**src/verilog/fpk_pkg.sv**
```systemverilog
// Package with constants and types for the front panel key and mode controller.
package fpk_pkg;

  localparam int CLK_HZ = 100_000_000;
  localparam int MS_PER_S = 1000;
  // Times in their own units.
  localparam int BEEP_MS = 50;
  localparam int BLINK_MS = 100;
  localparam int REPEAT_MS = 250;
  localparam int BRIGHT_TIMEOUT_S = 5;
  localparam int WATER_SHOW_S = 5;
  localparam int MEASURE_S = 3;
  localparam int DEMO_STEP_MS = 1000;
  localparam int TICK_MS = 200;
  // Cycle count derived from the clock rate, and millisecond counts (one millisecond tick drives all timers).
  localparam int MS_CYCLES = CLK_HZ / MS_PER_S;
  localparam int BRIGHT_TIMEOUT_MS = BRIGHT_TIMEOUT_S * MS_PER_S;
  localparam int WATER_SHOW_MS = WATER_SHOW_S * MS_PER_S;
  localparam int MEASURE_MS = MEASURE_S * MS_PER_S;

  // Sensor: divided by 1024; counts of divided edges over a 3 s window.
  localparam int SENSOR_DIVIDE = 1024;
  localparam int HZ_MIDPOINT_LO = 39_500;
  localparam int HZ_MIDPOINT_HI = 40_500;
  localparam int HZ_NO_SIGNAL = 30_000;
  // Both edges of the divided wave are counted, so each input period gives 2/1024 events.
  localparam logic [15:0] CNT_MID_LO = 16'(HZ_MIDPOINT_LO * MEASURE_S * 2 / SENSOR_DIVIDE);
  localparam logic [15:0] CNT_MID_HI = 16'(HZ_MIDPOINT_HI * MEASURE_S * 2 / SENSOR_DIVIDE);
  localparam logic [15:0] CNT_NO_SIG = 16'(HZ_NO_SIGNAL * MEASURE_S * 2 / SENSOR_DIVIDE);

  // Value ranges and factory defaults.
  localparam logic [6:0] VALUE_MAX = 7'h63;
  localparam logic [6:0] VALUE_MIN = 7'h00;
  localparam logic [3:0] BRIGHT_MAX = 4'h8;
  localparam logic [3:0] BRIGHT_MIN = 4'h1;
  localparam logic [6:0] DEFAULT_VOLUME = 7'h00;
  localparam logic [6:0] DEFAULT_CHANNEL = 7'h00;
  localparam logic [3:0] DEFAULT_BRIGHT = 4'h8;
  localparam int KEY_COUNT = 8;

  typedef enum logic [1:0] {LEVEL_MID, LEVEL_LOW, LEVEL_HIGH, LEVEL_NONE} fpk_level_type;
  typedef enum logic [2:0] {SHOW_NORMAL, SHOW_BRIGHT, SHOW_DEMO_SAME, SHOW_DEMO_DIFF, SHOW_WATER} fpk_show_type;

  // The eight touch keys, one bit each.
  typedef struct packed {
    logic restore;
    logic water_level_key;
    logic demo;
    logic menu;
    logic channel_down_key;
    logic channel_up_key;
    logic volume_down_key;
    logic volume_up_key;
  } fpk_keys_type;

  // Panel state shown to the display driver.
  typedef struct packed {
    fpk_show_type show;
    logic [6:0] volume;
    logic [6:0] channel;
    logic [3:0] bright;
    logic [7:0] bright_leds;
    fpk_level_type level;
  } fpk_view_type;

endpackage

```
**src/verilog/fpk_front_panel.sv**
```systemverilog
// Front panel key, mode, encoder and water level controller.
`timescale 1ns/1ps

module fpk_front_panel #(
  parameter int REPEAT_INTERVAL_MS = fpk_pkg::REPEAT_MS,
  parameter int MS_TICK_CYCLES = fpk_pkg::MS_CYCLES
) (
  // Clock and reset.
  input wire logic CLK,
  input wire logic RSTN,
  // Touch keys, level high while touched, from outside the clock domain.
  input wire fpk_pkg::fpk_keys_type KEYS,
  // Rotary encoder phases and water sensor wave.
  input wire logic ENC_A,
  input wire logic ENC_B,
  input wire logic SENSOR_WAVE,
  // Panel outputs.
  output fpk_pkg::fpk_view_type VIEW,
  output logic BUZZER,
  output logic TOUCH_LED,
  output logic WATER_ALARM
);
  import fpk_pkg::*;

  // Two-flop synchronisers for all asynchronous inputs.
  logic [10:0] sync1;
  logic [10:0] sync2;
  always_ff @(posedge CLK)
  begin
    if (!RSTN)
    begin
      sync1 <= '0;
      sync2 <= '0;
    end
    else
    begin
      sync1 <= {SENSOR_WAVE, ENC_B, ENC_A, KEYS};
      sync2 <= sync1;
    end
  end

  fpk_keys_type keys;
  logic enc_a;
  logic enc_b;
  logic wave;
  assign keys = fpk_keys_type'(sync2[7:0]);
  assign enc_a = sync2[8];
  assign enc_b = sync2[9];
  assign wave = sync2[10];

  function automatic logic [6:0] sat_up(input logic [6:0] v, input logic [6:0] top);
    sat_up = (v >= top) ? top : 7'(v + 7'h01);
  endfunction

  function automatic logic [6:0] sat_down(input logic [6:0] v, input logic [6:0] bottom);
    sat_down = (v <= bottom) ? bottom : 7'(v - 7'h01);
  endfunction

  // Millisecond tick, the time base of every timer.
  logic [16:0] ms_div;
  logic [16:0] next_ms_div;
  logic ms_tick;
  always_comb
  begin
    ms_tick = (ms_div == 17'(MS_TICK_CYCLES - 1));
    next_ms_div = ms_tick ? 17'h0_0000 : 17'(ms_div + 17'h0_0001);
  end

  // Key edges and held-key repeat.
  fpk_keys_type keys_prev;
  fpk_keys_type next_keys_prev;
  logic [15:0] rep_cnt;
  logic [15:0] next_rep_cnt;
  logic [7:0] press;
  logic any_press;
  logic step_vu;
  logic step_vd;
  logic step_cu;
  logic step_cd;
  logic repeat_fire;
  always_comb
  begin
    press = keys & ~keys_prev;
    any_press = |press;
    next_keys_prev = keys;
    repeat_fire = 1'b0;
    if (any_press || keys[3:0] == 4'h0)
      next_rep_cnt = 16'h0000;
    else if (ms_tick && rep_cnt == 16'(REPEAT_INTERVAL_MS - 1))
    begin
      next_rep_cnt = 16'h0000;
      repeat_fire = 1'b1;
    end
    else if (ms_tick)
      next_rep_cnt = 16'(rep_cnt + 16'h0001);
    else
      next_rep_cnt = rep_cnt;
    // A step on the touch and then once per repeat interval while still held.
    step_vu = press[0] | (repeat_fire & keys.volume_up_key);
    step_vd = press[1] | (repeat_fire & keys.volume_down_key);
    step_cu = press[2] | (repeat_fire & keys.channel_up_key);
    step_cd = press[3] | (repeat_fire & keys.channel_down_key);
  end

  // Encoder: the phases act as two key events; the level of B at each rising edge of A gives direction.
  logic enc_a_prev;
  logic enc_up;
  logic enc_down;
  always_comb
  begin
    enc_up = enc_a & ~enc_a_prev & ~enc_b;
    enc_down = enc_a & ~enc_a_prev & enc_b;
  end

  // Sensor: divide by 1024, each divided transition is one event counted in the window.
  logic wave_prev;
  logic [9:0] div_cnt;
  logic [9:0] next_div_cnt;
  logic div_out;
  logic next_div_out;
  logic sensor_event;
  logic [15:0] ev_cnt;
  logic [15:0] next_ev_cnt;
  logic [12:0] win_ms;
  logic [12:0] next_win_ms;
  fpk_level_type level;
  fpk_level_type next_level;
  always_comb
  begin
    next_div_cnt = div_cnt;
    next_div_out = div_out;
    sensor_event = 1'b0;
    if (wave & ~wave_prev)
    begin
      next_div_cnt = 10'(div_cnt + 10'h001);
      // Each half of the divided wave is 512 input periods long.
      if (div_cnt == 10'(SENSOR_DIVIDE / 2 - 1))
      begin
        next_div_cnt = 10'h000;
        next_div_out = ~div_out;
        sensor_event = 1'b1;
      end
    end
    // Each taken event adds one to the count of the current window.
    next_ev_cnt = sensor_event ? 16'(ev_cnt + 16'h0001) : ev_cnt;
    next_win_ms = win_ms;
    next_level = level;
    if (ms_tick)
    begin
      next_win_ms = 13'(win_ms + 13'h0001);
      if (win_ms == 13'(MEASURE_MS - 1))
      begin
        next_win_ms = 13'h0000;
        next_ev_cnt = sensor_event ? 16'h0001 : 16'h0000;
        if (ev_cnt < CNT_NO_SIG)
          next_level = LEVEL_NONE;
        else if (ev_cnt < CNT_MID_LO)
          next_level = LEVEL_LOW;
        else if (ev_cnt > CNT_MID_HI)
          next_level = LEVEL_HIGH;
        else
          next_level = LEVEL_MID;
      end
    end
  end

  // Mode machine and panel values.
  fpk_show_type show;
  fpk_show_type next_show;
  logic [6:0] volume;
  logic [6:0] next_volume;
  logic [6:0] channel;
  logic [6:0] next_channel;
  logic [3:0] bright;
  logic [3:0] next_bright;
  logic [12:0] mode_ms;
  logic [12:0] next_mode_ms;
  logic bright_up;
  logic bright_down;
  always_comb
  begin
    next_show = show;
    next_volume = volume;
    next_channel = channel;
    next_bright = bright;
    next_mode_ms = ms_tick ? 13'(mode_ms + 13'h0001) : mode_ms;
    bright_up = step_cu | enc_up;
    bright_down = step_cd | enc_down;
    case (show)
      SHOW_BRIGHT:
      begin
        if (bright_up)
          next_bright = 4'(sat_up({3'h0, bright}, {3'h0, BRIGHT_MAX}));
        else if (bright_down)
          next_bright = 4'(sat_down({3'h0, bright}, {3'h0, BRIGHT_MIN}));
        if (bright_up || bright_down)
          next_mode_ms = 13'h0000;
        if ((press & ~8'h0C) != 8'h00 || mode_ms == 13'(BRIGHT_TIMEOUT_MS))
          next_show = SHOW_NORMAL;
      end
      SHOW_DEMO_SAME, SHOW_DEMO_DIFF:
      begin
        if (mode_ms == 13'(DEMO_STEP_MS))
        begin
          next_mode_ms = 13'h0000;
          next_show = (show == SHOW_DEMO_SAME) ? SHOW_DEMO_DIFF : SHOW_DEMO_SAME;
        end
        if (any_press && !keys.demo)
          next_show = SHOW_NORMAL;
      end
      default:
      begin
        if (step_vu || enc_up)
          next_volume = sat_up(volume, VALUE_MAX);
        else if (step_vd || enc_down)
          next_volume = sat_down(volume, VALUE_MIN);
        if (step_cu)
          next_channel = (channel >= VALUE_MAX) ? VALUE_MIN : 7'(channel + 7'h01);
        else if (step_cd)
          next_channel = (channel == VALUE_MIN) ? VALUE_MAX : 7'(channel - 7'h01);
        if (show == SHOW_WATER && mode_ms == 13'(WATER_SHOW_MS))
          next_show = SHOW_NORMAL;
        if (press[4])
        begin
          next_show = SHOW_BRIGHT;
          next_mode_ms = 13'h0000;
        end
        else if (press[5])
        begin
          next_show = SHOW_DEMO_SAME;
          next_mode_ms = 13'h0000;
        end
        else if (press[6])
        begin
          next_show = SHOW_WATER;
          next_mode_ms = 13'h0000;
        end
        else if (press[7])
        begin
          next_volume = DEFAULT_VOLUME;
          next_channel = DEFAULT_CHANNEL;
          next_bright = DEFAULT_BRIGHT;
        end
      end
    endcase
  end

  // Beep and blink on each touch, tick alarm while away from midpoint.
  logic [7:0] beep_ms;
  logic [7:0] next_beep_ms;
  logic [7:0] tick_ms;
  logic [7:0] next_tick_ms;
  logic tick_phase;
  logic next_tick_phase;
  logic alarm;
  always_comb
  begin
    alarm = (level != LEVEL_MID);
    if (any_press)
      next_beep_ms = 8'(BLINK_MS);
    else if (ms_tick && beep_ms != 8'h00)
      next_beep_ms = 8'(beep_ms - 8'h01);
    else
      next_beep_ms = beep_ms;
    next_tick_ms = tick_ms;
    next_tick_phase = tick_phase;
    if (!alarm)
    begin
      next_tick_ms = 8'h00;
      next_tick_phase = 1'b0;
    end
    else if (ms_tick)
    begin
      next_tick_ms = 8'(tick_ms + 8'h01);
      if (tick_ms == 8'(TICK_MS - 1))
      begin
        next_tick_ms = 8'h00;
        next_tick_phase = ~tick_phase;
      end
    end
  end

  always_ff @(posedge CLK)
  begin
    if (!RSTN)
    begin
      ms_div <= '0;
      keys_prev <= '0;
      rep_cnt <= '0;
      enc_a_prev <= 1'b0;
      wave_prev <= 1'b0;
      div_cnt <= '0;
      div_out <= 1'b0;
      ev_cnt <= '0;
      win_ms <= '0;
      level <= LEVEL_MID;
      show <= SHOW_NORMAL;
      volume <= DEFAULT_VOLUME;
      channel <= DEFAULT_CHANNEL;
      bright <= DEFAULT_BRIGHT;
      mode_ms <= '0;
      beep_ms <= '0;
      tick_ms <= '0;
      tick_phase <= 1'b0;
    end
    else
    begin
      ms_div <= next_ms_div;
      keys_prev <= next_keys_prev;
      rep_cnt <= next_rep_cnt;
      enc_a_prev <= enc_a;
      wave_prev <= wave;
      div_cnt <= next_div_cnt;
      div_out <= next_div_out;
      ev_cnt <= next_ev_cnt;
      win_ms <= next_win_ms;
      level <= next_level;
      show <= next_show;
      volume <= next_volume;
      channel <= next_channel;
      bright <= next_bright;
      mode_ms <= next_mode_ms;
      beep_ms <= next_beep_ms;
      tick_ms <= next_tick_ms;
      tick_phase <= next_tick_phase;
    end
  end

  // Registered outputs; the level LED bar lights one LED per brightness level.
  always_ff @(posedge CLK)
  begin
    if (!RSTN)
    begin
      VIEW <= '0;
      BUZZER <= 1'b0;
      TOUCH_LED <= 1'b0;
      WATER_ALARM <= 1'b0;
    end
    else
    begin
      VIEW.show <= next_show;
      VIEW.volume <= next_volume;
      VIEW.channel <= next_channel;
      VIEW.bright <= next_bright;
      VIEW.bright_leds <= 8'((9'h001 << next_bright) - 9'h001);
      VIEW.level <= next_level;
      BUZZER <= (next_beep_ms > 8'(BLINK_MS - BEEP_MS)) | next_tick_phase;
      TOUCH_LED <= (next_beep_ms != 8'h00);
      WATER_ALARM <= (next_level != LEVEL_MID);
    end
  end

endmodule // fpk_front_panel

```
**config.mk**
```make
export PLATFORM = sky130hd
export DESIGN_NAME = fpk_front_panel
export DESIGN_NICKNAME = d
export VERILOG_FILES = /design/src/verilog/fpk_pkg.sv /design/src/verilog/fpk_front_panel.sv
export SDC_FILE = /design/constraint.sdc
export NUM_CORES = 1
export LEC_CHECK = 0
export ABC_CLOCK_PERIOD_IN_PS = 8800
export BUFFER_PORTS_ARGS = -buffer_cell sky130_fd_sc_hd__buf_2
export CORE_ASPECT_RATIO = 1.1
export CORE_UTILIZATION = 60
export DETAILED_ROUTE_END_ITERATION = 6
export PLACE_DENSITY_LB_ADDON = 0.15
export SYNTH_ARGS = -nofsm -noshare
export SYNTH_HDL_FRONTEND = slang
export SYNTH_SLANG_ARGS = --single-unit
```
**constraint.sdc**
```tcl
create_clock -name CLK -period 8.8 [get_ports CLK]
set_input_delay 2.2 -clock CLK [delete_from_list [all_inputs] [get_ports CLK]]
set_output_delay 2.2 -clock CLK [all_outputs]
set_load 0.02 [all_outputs]
```
==> After elaboration in Yosys (flattened, before gate mapping) <==
Cells that the tools add are included.
{ "totals": {"ff_bits": 172, "latch_bits": 0, "ram_bits": 0, "mem_bits_ro": 0, "in_bits": 13, "output_inout_bits": 34, "word_cells": 180, "n_memories": 0} }
{ "classes": {"n_addsub": 15, "mul": 0, "div": 0, "n_lt_le_gt_ge": 9, "n_eq_ne": 13, "n_shift": 1, "muxes": 64, "bitwise": 22, "n_reduce_logical": 25} }
{ "op_table": {"columns": ["op", "n"], "rows": [
  ["$mux 7", 18],
  ["$mux 13", 7],
  ["$mux 16", 3],
  ["$add 16x1->16 const B", 2],
  ["$lt 16x8->1 const B", 2],
  ["$mux 4", 8],
  ["$add 13x1->13 const B", 2],
  ["$pmux 13 s2", 1],
  ["$mux 8", 3],
  ["$reduce_bool 8->1", 3],
  ["$mux 3", 7],
  ["$add 17x1->17 const B", 1],
  ["$eq 17x17->1 const B", 1],
  ["$eq 16x8->1 const B", 1],
  ["$gt 16x8->1 const B", 1],
  ["$sub 8x1->8 const B", 2],
  ["$add 7x1->7 const B", 2],
  ["$ge 7x7->1 const B", 2],
  ["$sub 7x1->7 const B", 2],
  ["$eq 13x10->1 const B", 1],
  ["$eq 13x12->1 const B", 1],
  ["$eq 13x13->1 const B", 1],
  ["$add 10x1->10 const B", 1],
  ["$eq 10x9->1 const B", 1],
  ["36 further kinds", 76]
]} }

==> Depth between registers and ports, before layout <==
Gate-level depths: netlist of run 1.
{ "logic_depth": {"word_depth": 15, "depth_mapped": 15, "ltp_nobuf": 15} }

==> Worst setup path after synthesis of run 1 <==
Ideal clock, no wire load.
{ "synth_path": {"kind": "input -> register", "startpoint": "in RSTN", "endpoint": "reg VIEW[23] in the netlist's numbering", "setup_time_ps": 70, "arrival_ps": 3518, "t_required_ps": 8730, "path_slack_ps": 5213, "cell_stages": 7, "n_path_buf": 1, "cell_sequence": "clkbuf_1 clkinv_1 nor2_1 o211ai_1 a21oi_1 a211oi_1 a21oi_1"} }
{ "synth_lines": {"columns": ["item", "line_no", "text"], "rows": [
  ["start, declared", "fpk_front_panel.sv:10", "input wire logic RSTN,"],
  ["end, declared", "fpk_front_panel.sv:18", "output fpk_pkg::fpk_view_type VIEW,"]
]} }

==> metrics.txt, run 1 <==
Multi-input gate area=0.00442 sq mm; crit start category=primary input; Seq/Total Area, Yosys=42.0%; number of diodes=0; clock sinks=169; Clock Power Share=44.1%; Filler cells=1,093; initial antenna violation count=0; Rows=44; Worst path max stage delay=1.05 ns; worst-skew pair later-pin latency=0.43 ns; placed cell area=0.00835 sq mm; Routed WL per cell=14.1 um; Tot Pwr=1.79 mW; Fmax=206 MHz; Via density=5.73; Layout Nets=1,013; Core Area=0.0132 sq mm; critical path class=in2reg; final cycle utilization of the critical path=55.1%; Post-Route WL=16,200 um; PwrDens=200 mW/mm^2; H-tree depth=4; clock buffer count from CTS=17; syn_nets=982; DP HPWL=11,200 um; violated checks=design-rule violations; non-filler cells, final=1,152; Hold/Removal Path Class=reg2reg; first-pass GRT wire length=27,900 um; Worst VDD drop=0.132 mV; critical path arrival=5.20 ns; clk slew on worst S/H paths=0.06 ns; total number of vias=6,599; Distinct cells, synth=77; CTS-repair resized insts=0; FFs w/ async S/R, synth=0%; critical path cell sequence=buf_2 -> clkinv_1 -> nor2_1 -> o211ai_1 -> a21oi_1 -> a211oi_1 -> a21oi_1; leakage power=3.45 nW; chip height=123 um; Die Span X=112 um; Final setup violation count=0; Final TNS setup=0 ns; WP buf/inv=2; Setup Skew=0.0101 ns; Post-synth EDFFs=0; Tmin final=4.85 ns; Placer Congestion=0.854; dominant cells by area after synthesis=dfxtp_1 (42%), nor2_1 (6.9%), xor2_1 (6.4%); RSZ-0062 raised after global routing=false; Final Hold Viols=0; drt first pass iters=7; IO buf count=46; Max Root-Sink Buffers=2; I/O pin cnt=47; Synth top area share=42.0%; Mean Syn Cell Area=8.50 sq um; Gate Count Post-Synth=947; Pint=1.33 mW; layout cell share with drive strength beyond 1=10.4%; register area=0.00338 sq mm; max-cap viol count=0; sequential power share=45.7%; Worst path slowest cell=clkinv_1; grt ovf=0; mapped cell area=0.00805 sq mm; share of total power in combinational logic=10.2%; CP Capture Type=flop; actual slew at the worst max-slew pin=1.08 ns; Slew Limit Headroom=27.4%; Synth area leader=dfxtp_1; post-route ant nets=0; cell family with most CP delay=buffers and inverters; YS warnings=0; Crit path top cell by count=a21oi_1; most frequent cells after synthesis=dfxtp_1 (169), nor2_1 (147), nand2_1 (80); outcome=finished, violations left; design area=0.00898 sq mm; Final Max Tran Viols=0; Synth Register Bits=169; largest net degree at the start of global routing=47; post-route DRC violation count=1; Total GRT Usage=25.0%; Synth-to-Final Area Change=11.6%; CP max FO=46; CTS tree=built; Net Sw Frac=25.7%; vias in the first global route=6,018; dominant synthesized flop cell=dfxtp_1; Clock Root Buffer=clkbuf_16; most frequent cell after synthesis=dfxtp_1; Post-CTS Setup Inserts=0; die area=0.0139 sq mm; Critical Path RT=9.16 ns; Initial Util=61.2%; Sw Pwr=0.461 mW; CTS Hold Bufs=0; DP Cell Count=1,120; initial drt markers=522
-- per-stage QoR --
| stage | utilization [%] | worst slack [ns] | hold WS, ns |
|---|---|---|---|
| final | 68.2 | 3.95 | 0.432 |
| after global routing | 68.2 | 3.69 | 0.441 |
| after CTS | 68.2 | 3.97 | 0.433 |
| after detailed placement | 63.5 | 3.55 | 0.418 |
| after global placement | 63.5 | 3.65 | 0.414 |
| after floorplan | - | 5.21 | 0.412 |
-- cell type report --
| class | instances | area share (%) |
|---|---|---|
| multi-input cells | 715 | 49.2 |
| flip-flops and latches | 169 | 37.7 |
| clock buffers | 18 | 4.78 |
| repair buffers | 48 | 2.73 |
| well taps | 161 | 2.24 |
| clock inverters | 14 | 2.20 |
| inverters | 27 | 1.13 |
-- placed cells by master, fill, tap and decap left out, types with 7 or more instances in the layout --
cell type	synthesis	final
o21ai_0	23	23
a21oi_1	43	43
ha_1	22	22
and4_1	7	7
buf_2	3	46
nor2_1	147	147
or2_2	7	7
xor2_1	59	59
nand4_1	24	24
dfxtp_1	169	169
xnor2_1	28	28
nor2b_1	13	13
nand2_1	80	80
nand2b_1	11	11
a211oi_1	7	7
mux2i_1	10	10
clkbuf_16	0	17
nor3_1	20	20
or3_1	13	13
nor4_1	14	13
and3_1	18	18
and2_1	36	36
nand3_1	37	37
a31oi_1	7	7
o211ai_1	7	7
inv_1	26	26
-- metal layers --
metal	global-route usage [%]	part of all wire, %
met1	32.5	47
met2	41.6	47
met3	4.85	4.1
met4	9.08	1.3
met5	0	0
-- logic make-up (layout without fill, tap and decap cells) --
kind of cell	after synthesis	in the layout	share of synthesized area, %
AND/OR/NAND/NOR	457	457	29.1
flip-flops	169	169	42.0
AO/OA/AOI/OAI	139	139	11.6
XOR/XNOR	87	87	9.47
buffers and inverters	63	107	3.13
adder cells (fa/ha/maj)	22	22	3.42
multiplexers	10	10	1.24
-- registers in the layout, summed over array words and instances, names as in the netlist, 4 cells and up --
register	flops
keys_prev	8
win_ms	13
div_cnt	10
VIEW	28
sync1	11
tick_ms	8
bright	4
rep_cnt	16
ms_div	17
mode_ms	13
ev_cnt	16
sync2	11
beep_ms	8
-- power groups by stage --
stage / registers (mW) / logic (mW) / clock network [mW]
final: 0.820 / 0.184 / 0.790
after CTS: 0.818 / 0.182 / 0.800
after global routing: 0.823 / 0.205 / 0.840
after floorplan: 0.839 / 0.130 / 0
after detailed placement: 0.836 / 0.180 / 0
after global placement: 0.835 / 0.179 / 0
-- worst reg2reg max path, stage by stage (launching register included) --
cell,delay (ns)
dfxtp_1,0.34
or4b_4,0.57
nor4_4,0.40
and4_1,0.36
a311o_4,0.31
nor4_1,0.07
or3_1,0.49
nor2_1,0.22
nand3_1,0.11
ha_1,0.27
nand2_1,0.19
or2_2,0.15
o31ai_1,0.05
nand3b_1,0.16
-- final timing paths --
check / start / endpoint / slack [ns] / cells after the start
setup / recovery: RSTN / VIEW[23] / 3.95 / 7
setup reg to reg: ms_div[14] / VIEW[6] / 5.00 / 13
hold reg to reg: sync1[1] / sync2[1] / 0.43 / 1
hold / removal: sync1[1] / sync2[1] / 0.43 / 1
No activity file was read; power rests on OpenSTA's default activity.
==> run 2: changes to the inputs <==
--- a/config.mk
+++ b/config.mk
@@ -5,7 +5,8 @@
 export SDC_FILE = /design/constraint.sdc
 export NUM_CORES = 1
 export LEC_CHECK = 0
-export ABC_CLOCK_PERIOD_IN_PS = 8800
+export ABC_AREA = 1
+export ABC_CLOCK_PERIOD_IN_PS = 5000
 export BUFFER_PORTS_ARGS = -buffer_cell sky130_fd_sc_hd__buf_2
 export CORE_ASPECT_RATIO = 1.1
 export CORE_UTILIZATION = 60
==> constraint.sdc (replaced) <==
create_clock -name CLK -period 5 [get_ports CLK]
set_input_delay 1.25 -clock CLK [delete_from_list [all_inputs] [get_ports CLK]]
set_output_delay 1.25 -clock CLK [all_outputs]
set_load 0.02 [all_outputs]
==> run 2 against run 1 <==
- the flow now finishes without violations
- first-iteration DRC count down 12%
- critical path depth grew 13
- cell area is 4.5% higher
- area after synthesis is 4.6% higher
- register-to-register slack lost 3.2 ns
- setup slack lost 2.1 ns
- via count is 13% higher
- routed wire length grew 5.8%
- clock skew about the same
- sequential power rose by 83%
==> metrics.txt, run 2 <==
post-route ant nets=0 (unchanged); Sw Pwr=1.18 mW (+160%); Worst path slowest cell=nor2_1; max-cap viol count=0 (unchanged); most frequent cell after synthesis=nand2_1; post-route DRC violation count=0 (-1); dominant synthesized flop cell=dfxtp_1; Multi-input gate area=0.00418 sq mm (-5.3%); actual slew at the worst max-slew pin=0.886 ns (-0.197 ns); DP HPWL=12,400 um (+11%); CTS tree=built; Seq/Total Area, Yosys=40.2% (-1.8 points); clock buffer count from CTS=17 (unchanged); Final TNS setup=0 ns (unchanged); Clock Root Buffer=clkbuf_16; CP Capture Type=flop; register area=0.00338 sq mm (unchanged); Largest regs=VIEW x28, ms_div x17; Setup Skew=0.00993 ns (-0.000154 ns); mapped cell area=0.00842 sq mm (+4.6%); Placer Congestion=0.862 (+0.83%); Net Sw Frac=33.7% (+8.0 points); Core Util, Final=68.3% (+0.086 points); grt ovf=0 (unchanged); drt first pass iters=5 (-2); Distinct cells, synth=51 (-34%); outcome=finished clean; total number of vias=7,461 (+13%); critical path class=reg2reg; critical path arrival=3.52 ns (-1.68 ns); Mean Syn Cell Area=6.98 sq um (-18%); Gate Count Post-Synth=1,206 (+27%); syn_nets=1,241 (+26%); Slew Limit Headroom=40.5% (+13 points); die area=0.0145 sq mm (+4.5%); CTS-repair resized insts=0 (unchanged); Layout Nets=1,284 (+27%); Final Hold Viols=0 (unchanged); sequential power share=42.6% (-3.1 points); Synth Register Bits=169 (unchanged); Post-CTS Setup Inserts=0 (unchanged); Routed WL per cell=11.9 um (-16%); share of total power in combinational logic=20.1% (+9.9 points); Fmax=313 MHz; chip height=126 um (+2.2%); Worst VDD drop=0.246 mV (+86%); Post-Route WL=17,200 um (+5.8%); Worst path max stage delay=0.73 ns (-0.32 ns); most frequent cells after synthesis=nand2_1 (239), inv_1 (189), dfxtp_1 (169); Tmin final=3.19 ns; commonest non-fill, non-tap cell in the layout=nand2_1; WP buf/inv=7 (+5); Max Root-Sink Buffers=2 (unchanged); layout cell share with drive strength beyond 1=9.83% (-0.57 points); Core Area=0.0137 sq mm (+4.4%); clock sinks=169 (unchanged); Clock Power Share=37.3% (-6.8 points); H-tree depth=4 (unchanged); RSZ-0062 raised after global routing=false; max reg flops=28 (unchanged); Filler cells=1,215 (+11%); CP max FO=18 (-61%); Rows=45 (+2.3%); Hold/Removal Path Class=reg2reg; PwrDens=374 mW/mm^2 (+87%); cell family with most CP delay=simple AND/OR/NAND/NOR gates; Pint=2.33 mW (+75%); Synth area leader=dfxtp_1; clk slew on worst S/H paths=0.08 ns (+0.02 ns); Final setup violation count=0 (unchanged); first-pass GRT wire length=29,600 um (+6.2%); final cycle utilization of the critical path=63.8%; critical path cell sequence=inv_1 -> nand2_1 -> inv_1 -> nor2_1 -> inv_2 -> nor2_1 -> inv_1 -> nand2_1 -> nand2_1 -> nand2_1 -> inv_1 -> nand2_1 -> nor2_1 -> inv_1 -> ha_1 -> inv_1 -> nor2_2 -> nand3_2 -> nand2_1 -> nor2_1; Die Span X=115 um (+2.2%); vias in the first global route=6,765 (+12%); I/O pin cnt=47 (unchanged); Critical Path RT=5.33 ns (-3.83 ns); leakage power=4.16 nW (+21%); Initial Util=61.3% (+0.10 points); most frequent cells in the layout=nand2_1 (239), inv_1 (189), dfxtp_1 (169); Post-synth EDFFs=0 (unchanged); FFs w/ async S/R, synth=0% (unchanged); largest net degree at the start of global routing=48 (+2.1%); Via density=5.15 (-10%); Synth-to-Final Area Change=11.5% (about the same); IO buf count=46 (unchanged); worst-skew pair later-pin latency=0.43 ns (about the same); Final Max Tran Viols=0 (unchanged); crit start category=flop; CTS Hold Bufs=0 (unchanged); YS warnings=0 (unchanged); Largest Register=VIEW; dominant cells by area after synthesis=dfxtp_1 (40%), nand2_1 (11%), inv_1 (8.4%); initial drt markers=459 (-12%); Synth top area share=40.2% (-1.8 points); number of diodes=0 (unchanged); initial antenna violation count=0 (unchanged); Total GRT Usage=25.2% (+0.21 points)
-- run 2: changes by cell type in the layout (fill, tap and decap cells not counted), sizes merged, moves of 26 or more --
cell	delta
and2	-35
a21oi	+33
xor2	-40
nor3	+26
nand2	+165
nand3	+35
inv	+179
-- run 2: cells by family after synthesis --
family	Yosys count	share of synthesized area [%]
DFF	169	40.2
buffers and inverters	222	10.1
and+or+nand+nor	597	31.9
AOI/OAI and AO/OA	162	11.0
adders and majority gates	22	3.27
xor gates and xnor gates	34	3.54
-- run 2: power groups by stage --
stage          combinational (mW)  sequential (mW)  clock, mW
2_1_floorplan               0.478             1.57          0
3_3_place_gp                0.692             1.53          0
3_5_place_dp                0.701             1.53          0
4_1_cts                     0.705             1.50       1.33
5_1_grt                     0.793             1.51       1.39
6_report                    0.707             1.50       1.31
-- run 2: area by class of cell --
class	count	share of cell area, %
tap	188	2.51
inverter	198	7.92
clock buffer	17	4.53
clock inverter	15	1.80
sequential	169	36.1
multi-input combinational	815	44.6
timing repair buffer	48	2.61
-- run 2: worst reg2reg max path: cells and delay by family (launching register included) --
kind	cells	cell delay, ns
adders and majority gates	1	0.19
buffers and inverters	7	0.67
DFF	1	0.37
and+or+nand+nor	12	1.86
-- run 2: metal layers --
metal,share of wire [%],vias up,GRT usage (%)
met2,47,123,42.5
met5,0,-,0
met4,2.0,0,9.40
met1,47,3356,31.3
li1,-,3956,-
met3,3.5,26,5.73
-- run 2: path summary, 6_finish.rpt --
check	from	endpoint	slack [ns]	cells past startpoint
hold reg to reg	sync1[6]	sync2[6]	0.41	2
setup / recovery	VIEW[30]	VIEW[8]	1.81	20
hold / removal	sync1[6]	sync2[6]	0.41	2
setup reg to reg	VIEW[30]	VIEW[8]	1.81	20
-- run 2: stage by stage --
| step | std cells | worst slack [ns] | instance area [sq um] | power, mW | hold WS [ns] |
|---|---|---|---|---|---|
| 2_1_floorplan | 1206 | 2.52 | 8420 | 2.05 | 0.390 |
| 3_3_place_gp | 1418 | 1.92 | 8790 | 2.22 | 0.398 |
| 3_5_place_dp | 1418 | 1.81 | 8790 | 2.23 | 0.397 |
| 4_1_cts | 1450 | 1.83 | 9380 | 3.54 | 0.415 |
| 5_1_grt | 1450 | 1.45 | 9380 | 3.69 | 0.437 |
| 6_report | 1450 | 1.81 | 9380 | 3.51 | 0.414 |
